`config.mk`:
```
export PLATFORM = sky130hd
export DESIGN_NAME = bbi_top
export DESIGN_NICKNAME = d
export VERILOG_FILES = /design/src/hdl/bbi_pkg.sv /design/src/hdl/bbi_top.sv
export SDC_FILE = /design/constraint.sdc
export NUM_CORES = 1
export LEC_CHECK = 0
export BUFFER_PORTS_ARGS = -buffer_cell sky130_fd_sc_hd__buf_2
export CAP_MARGIN = 5
export CORE_MARGIN = 8
export CORE_UTILIZATION = 50
export DETAILED_ROUTE_END_ITERATION = 8
export GPL_ROUTABILITY_DRIVEN = 0
export PLACE_DENSITY = 0.68
export SLEW_MARGIN = 20
export SYNTH_ARGS = -nofsm -noshare
export SYNTH_HDL_FRONTEND = slang
export SYNTH_SLANG_ARGS = --single-unit
```
`constraint.sdc`:
```
create_clock -name CLK -period 3.2 [get_ports CLK]
set_input_delay 0 -clock CLK [delete_from_list [all_inputs] [get_ports CLK]]
set_output_delay 0 -clock CLK [all_outputs]
set_load 0.1 [all_outputs]
```
`src/hdl/bbi_pkg.sv`:
```
package bbi_pkg;
   localparam int DATA_W = 8;
   localparam int BANK_BYTES = 64;
   localparam int CNT_W = 7;
   localparam int FIFO_DEPTH = 16;
   localparam logic [CNT_W-1:0] CNT_RESET = 7'h00;
   localparam logic [1:0] READY_RESET = 2'h0;
   localparam logic BANK_FIRST = 1'b0;

   typedef enum logic [2:0] {
      ST_IDLE = 3'b001,
      ST_SEND = 3'b010,
      ST_WAIT = 3'b100
   } bbi_state_type;
endpackage

```
`src/hdl/bbi_top.sv`:
```
// staging fifo between the controller write port and the banks
module bbi_fifo #(
   parameter int WIDTH = 9,
   parameter int DEPTH = 16
) (
   input wire logic CLK,
   input wire logic RST,
   input wire logic IN_VALID,
   input wire logic [WIDTH-1:0] IN_DATA,
   output logic IN_READY,
   output logic OUT_VALID,
   output logic [WIDTH-1:0] OUT_DATA,
   input wire logic OUT_READY
);
   import bbi_pkg::*;
   localparam int AW = $clog2(DEPTH);
   logic [WIDTH-1:0] mem [DEPTH];
   logic [AW:0] wr_ptr;
   logic [AW:0] rd_ptr;
   logic full;
   logic empty;

   assign empty = (wr_ptr == rd_ptr);
   assign full = (wr_ptr[AW] != rd_ptr[AW]) && (wr_ptr[AW-1:0] == rd_ptr[AW-1:0]);
   assign IN_READY = !full;
   assign OUT_VALID = !empty;
   assign OUT_DATA = mem[rd_ptr[AW-1:0]];

   always_ff @(posedge CLK) begin
      if (IN_VALID && !full) begin
         mem[wr_ptr[AW-1:0]] <= IN_DATA;
      end
   end

   always_ff @(posedge CLK) begin
      if (RST) begin
         wr_ptr <= '0;
      end else if (IN_VALID && !full) begin
         wr_ptr <= wr_ptr + 1'b1;
      end
   end

   always_ff @(posedge CLK) begin
      if (RST) begin
         rd_ptr <= '0;
      end else if (OUT_READY && !empty) begin
         rd_ptr <= rd_ptr + 1'b1;
      end
   end
endmodule

module bbi_top (
   input wire logic CLK,
   input wire logic RST,
   input wire logic WR_VALID,
   input wire logic [bbi_pkg::DATA_W-1:0] WR_DATA,
   input wire logic WR_LAST,
   output logic WR_READY,
   input wire logic TX_IRQ_EN,
   output logic IRQ_OUT,
   output logic PKT_READY_FLAG,
   input wire logic IN_TOKEN,
   output logic TX_VALID,
   output logic [bbi_pkg::DATA_W-1:0] TX_DATA,
   output logic TX_LAST,
   input wire logic TX_READY,
   output logic TX_NAK,
   input wire logic HS_ACK,
   input wire logic HS_TIMEOUT,
   input wire logic RX_DONE,
   input wire logic RX_BAD,
   output logic RX_ACK,
   output logic RX_NOTIFY
);
   import bbi_pkg::*;

   logic [DATA_W-1:0] bank_mem [2][BANK_BYTES];
   logic [CNT_W-1:0] bank_len [2];
   logic [1:0] ready;
   logic fill_bank;
   logic send_bank;
   logic [CNT_W-1:0] fill_cnt;
   logic [CNT_W-1:0] idx;
   bbi_state_type state;
   bbi_state_type next_state;

   logic f_valid;
   logic [DATA_W:0] f_data;
   logic drain;
   logic fill_end;
   logic beat;
   logic last_beat;

   function automatic logic [CNT_W-1:0] bump(input logic [CNT_W-1:0] v);
      bump = CNT_W'(v + 1'b1);
   endfunction

   bbi_fifo #(.WIDTH(DATA_W + 1), .DEPTH(FIFO_DEPTH)) u_fifo (
      .CLK(CLK),
      .RST(RST),
      .IN_VALID(WR_VALID),
      .IN_DATA({WR_LAST, WR_DATA}),
      .IN_READY(WR_READY),
      .OUT_VALID(f_valid),
      .OUT_DATA(f_data),
      .OUT_READY(drain)
   );

   // filling goes on regardless of the send side, so bank b loads while a is on the bus
   assign drain = f_valid && !ready[fill_bank];
   // a packet closes on the marker or when the bank is full
   assign fill_end = drain && (f_data[DATA_W] || fill_cnt == CNT_W'(BANK_BYTES - 1));
   assign beat = (state == ST_SEND) && TX_READY;
   assign last_beat = beat && (bump(idx) == bank_len[send_bank]);

   always_ff @(posedge CLK) begin
      if (drain) begin
         bank_mem[fill_bank][fill_cnt[CNT_W-2:0]] <= f_data[DATA_W-1:0];
      end
   end

   always_ff @(posedge CLK) begin
      if (RST) begin
         fill_cnt <= CNT_RESET;
      end else if (fill_end) begin
         fill_cnt <= CNT_RESET;
      end else if (drain) begin
         fill_cnt <= bump(fill_cnt);
      end
   end

   always_ff @(posedge CLK) begin
      if (RST) begin
         bank_len[0] <= CNT_RESET;
         bank_len[1] <= CNT_RESET;
      end else if (fill_end) begin
         bank_len[fill_bank] <= bump(fill_cnt);
      end
   end

   always_ff @(posedge CLK) begin
      if (RST) begin
         fill_bank <= BANK_FIRST;
      end else if (fill_end) begin
         fill_bank <= !fill_bank;
      end
   end

   // set and clear never hit the same bank: filling only touches a bank that is not ready
   always_ff @(posedge CLK) begin
      if (RST) begin
         ready <= READY_RESET;
      end else begin
         if (fill_end) begin
            ready[fill_bank] <= 1'b1;
         end
         if (state == ST_WAIT && HS_ACK) begin
            ready[send_bank] <= 1'b0;
         end
      end
   end

   always_ff @(posedge CLK) begin
      if (RST) begin
         send_bank <= BANK_FIRST;
      end else if (state == ST_WAIT && HS_ACK) begin
         send_bank <= !send_bank;
      end
   end

   always_comb begin
      next_state = state;
      case (state)
         ST_IDLE: begin
            if (IN_TOKEN && ready[send_bank]) begin
               next_state = ST_SEND;
            end
         end
         ST_SEND: begin
            if (last_beat) begin
               next_state = ST_WAIT;
            end
         end
         ST_WAIT: begin
            // a missing ack leaves ready and data alone for a resend
            if (HS_ACK || HS_TIMEOUT) begin
               next_state = ST_IDLE;
            end
         end
         default: begin
            next_state = ST_IDLE;
         end
      endcase
   end

   always_ff @(posedge CLK) begin
      if (RST) begin
         state <= ST_IDLE;
      end else begin
         state <= next_state;
      end
   end

   // every send starts at byte zero, so a retry goes out whole
   always_ff @(posedge CLK) begin
      if (RST) begin
         idx <= CNT_RESET;
      end else if (state == ST_IDLE) begin
         idx <= CNT_RESET;
      end else if (beat && !last_beat) begin
         idx <= bump(idx);
      end
   end

   always_ff @(posedge CLK) begin
      if (RST) begin
         TX_DATA <= '0;
         TX_LAST <= 1'b0;
      end else if (state == ST_IDLE) begin
         TX_DATA <= bank_mem[send_bank][0];
         TX_LAST <= (bank_len[send_bank] == CNT_W'(1));
      end else if (beat && !last_beat) begin
         TX_DATA <= bank_mem[send_bank][(CNT_W-1)'(bump(idx))];
         TX_LAST <= (CNT_W'(idx + 2'd2) == bank_len[send_bank]);
      end
   end

   assign TX_VALID = (state == ST_SEND);

   always_ff @(posedge CLK) begin
      if (RST) begin
         TX_NAK <= 1'b0;
      end else begin
         TX_NAK <= (state == ST_IDLE) && IN_TOKEN && !ready[send_bank];
      end
   end

   // reads 1 only with both banks waiting; one ready bank still shows 0
   assign PKT_READY_FLAG = &ready;

   // a free bank keeps the line up; both banks full takes it down
   always_ff @(posedge CLK) begin
      if (RST) begin
         IRQ_OUT <= 1'b0;
      end else begin
         IRQ_OUT <= TX_IRQ_EN && !(&ready);
      end
   end

   // bad receive: no notice, no handshake, host retries after its timeout
   always_ff @(posedge CLK) begin
      if (RST) begin
         RX_ACK <= 1'b0;
         RX_NOTIFY <= 1'b0;
      end else begin
         RX_ACK <= RX_DONE && !RX_BAD;
         RX_NOTIFY <= RX_DONE && !RX_BAD;
      end
   end
endmodule

```
==> reports/summary.txt <==
status: finished, final reports clean
crit-path max FO: 6
Port Buf Inserts: 34
total length of routed met2 wires: 55.12 mm
critical path endpoint category: flop
peak supply drop: 0.6076 mV
Synth top area share: 72.81%
Multi-input gate area: 0.01141 mm²
CP startpoint kind: flop
Routed met1 length: 44.78 mm
fin nets: 2680
first-pass GRT wire length: 167.8 mm
CTS tree: done
Mapped Cells: 2422
ranking of synthesized cells by area: edfxtp_1 (73%), mux4_2 (13%), dfxtp_1 (2.0%), nor2_1 (1.7%), mux2i_1 (1.6%)
Die W: 328.2 µm
Fillers: 7012
TritonCTS buffer count: 116
Avg Cell Area, Syn: 20.13 µm²
largest net degree at the start of global routing: 129
leakage: 17.03 nW
Required @ worst endpoint: 3830 ps
Ys Warns: 0
Avg WL per Cell: 28.10 µm
RSZ-0062 raised after global routing: no
Layout area overhead: 13.54%
Setup-failing EPs final: 0
GRT Util Overall: 20.87%
clk slew on worst S/H paths: 60 ps
Synth cell types: 68
worst hold path class: input port to flop
final WL: 113.1 mm
Initial Util: 50.41%
CTS Sinks: 1230
initial antenna violation count: 1
leading area contributor after synthesis: edfxtp_1
vias post-DR: 24496
number of global-route vias before repair: 24680
vias per cell: 6.087
top_reg_cell synth: edfxtp_1
Remaining DRCs: 0
register bit count reported by yosys: 1230
Detail Route Antenna Nets: 0
clock latency on the worst-skew pair: 690 ps
initial DRC count: 2901
Worst Path Arrival: 3740 ps
Post-DP HPWL: 72.23 mm
GR Overflow Total: 0
min Tclk post-route: 3114 ps
Mapped Area: 0.04875 mm²
Worst R2R Setup Slack: 90 ps
deepest clock path buffer count: 3
Max-slew headroom: 28.22%
FFs w/ async S/R, synth: 0%
FP Rows: 114
flip-flop and latch area: 0.03646 mm²
Die Area: 0.1077 mm²
Pre-antenna DRT Iters: 6
final worst slack: 86.07 ps
Top Ports: 35
Post-CTS Setup Bufs: 0
worst-margin pin slew: 1073 ps
crit share post-route: 97.31%
number of max-cap violations: 0
Synth Net Count: 2449
highest routed layer: met5
Max Fclk: 321.1 MHz
DIE HEIGHT: 328.2 µm
Place WS: 129.7 ps
metal3 WL: 9.285 mm
fin. max-slew vios: 0
Post-synth top cells: edfxtp_1 (1182), mux4_2 (282), nor2_1 (218)
Pwr per Cell Area: 693.9 mW/mm²
worst clock skew: 24.69 ps
count leader, synth: edfxtp_1
number of enable flip-flop cells after synthesis: 1182
register area share after synthesis: 74.78%
Root Buffer: clkbuf_16
worst setup path class: flop to flop
floorplan core area: 0.09671 mm²
layout cells sized above 1: 25.56%
H-tree depth: 3
Final Hold Viols: 0
setup_tns: 0 ps
path summary, 6_finish.rpt:
check        cells after the start  startpoint        to
max                              9      idx[1]  state[2]
min reg2reg                      2   send_bank  ready[0]
max reg2reg                      9      idx[1]  state[2]
min                              4    IN_TOKEN    TX_NAK
repair_timing:
item | 4_1_cts | 5_1_grt
resized for setup | 0 | 2
endpoints found under the hold margin | 178 | 0
setup endpoints to repair | 0 | 3
hold buffers | 21 | 0
power breakdown:
part           total [mW]  switching (mW)  internal [mW]  leakage (nW)
clock network        13.7            5.79           7.91          1.84
logic                4.70            3.62           1.08          4.14
registers            20.0           0.183           19.8          11.0
layer usage:
metal	vias to the layer above	GRT usage, %
met4	2	6.387
met5	-	0
li1	10380	-
met3	213	4.124
met2	1088	33.46
met1	12813	29.12
worst max-delay path, cell delays in order (launching register included):
cell and delay [ps]:
dfxtp_1 370, ha_1 230, buf_4 200, nand3_2 200, or4_4 610, a2111oi_4 390
buf_4 240, nand3_1 90, a21oi_1 160, dlygate4sd3_1 560
cell families (layout without fill, tap and decap cells):
family	Yosys count	count (layout)	synth area share, %
buffers and inverters	139	464	2.005
other	0	1	0
DFF	1230	1230	74.78
and+or+nand+nor	468	468	4.332
xor gates and xnor gates	53	53	1.014
adders and majority gates	8	8	0.2053
muxes	380	380	15.53
AOI/OAI and AO/OA	144	144	2.138
through the flow:
| stage | hold slack [ps] | power (mW) | utilization [%] | cell area (µm²) | cells |
|---|---|---|---|---|---|
| after CTS | 91.32 | 38.60 | 57.22 | 55330 | 4023 |
| final | 129.7 | 38.41 | 57.24 | 55350 | 4024 |
| after detailed placement | 174.2 | 25.06 | 53.09 | 51340 | 3790 |
| after global routing | 107.2 | 39.52 | 57.23 | 55350 | 4023 |
| after floorplan | 75.80 | 22.83 | - | 48780 | 2422 |
| after global placement | 161.7 | 24.81 | 53.09 | 51340 | 3790 |
final cells by class:
| class | count | area share, % |
|---|---|---|
| sequential | 1230 | 65.88 |
| multi-input combinational | 1053 | 20.62 |
| clock buffer | 154 | 5.728 |
| timing repair buffer | 244 | 3.725 |
| tap | 1276 | 2.884 |
| clock inverter | 58 | 1.110 |
| inverter | 8 | 0.05425 |
| antenna | 1 | 0.004521 |
cell usage in the layout, fill, tap and decap left out, types with 11 or more instances in the layout:
cell type,Yosys,final
nand2_1,97,96
bufinv_16,0,12
edfxtp_1,1182,1182
nand3_1,45,45
a22oi_1,23,23
xor2_1,25,24
buf_4,13,168
nor3_1,17,17
mux2i_1,77,77
a21oi_1,23,23
nand4_1,15,15
clkbuf_16,0,120
buf_12,10,21
clkbuf_1,47,30
dlygate4sd3_1,0,21
dfxtp_1,48,45
o221ai_1,13,13
mux4_1,14,14
nor2_1,218,214
buf_2,28,34
a31oi_1,16,16
mux4_2,282,274
clkinv_2,0,15
xnor2_1,25,23
a32oi_1,11,11
clkinv_1,1,23
registers in the layout, summed over array words and instances (netlist names), 2 cells and up, named ones only:
name and cells:
u_fifo.rd_ptr 5, state 3, u_fifo.mem 144, idx 7, u_fifo.wr_ptr 5, fill_cnt 7
TX_DATA 8, ready 2, bank_mem 1024, bank_len 14
No activity file was read; power rests on OpenSTA's default activity.
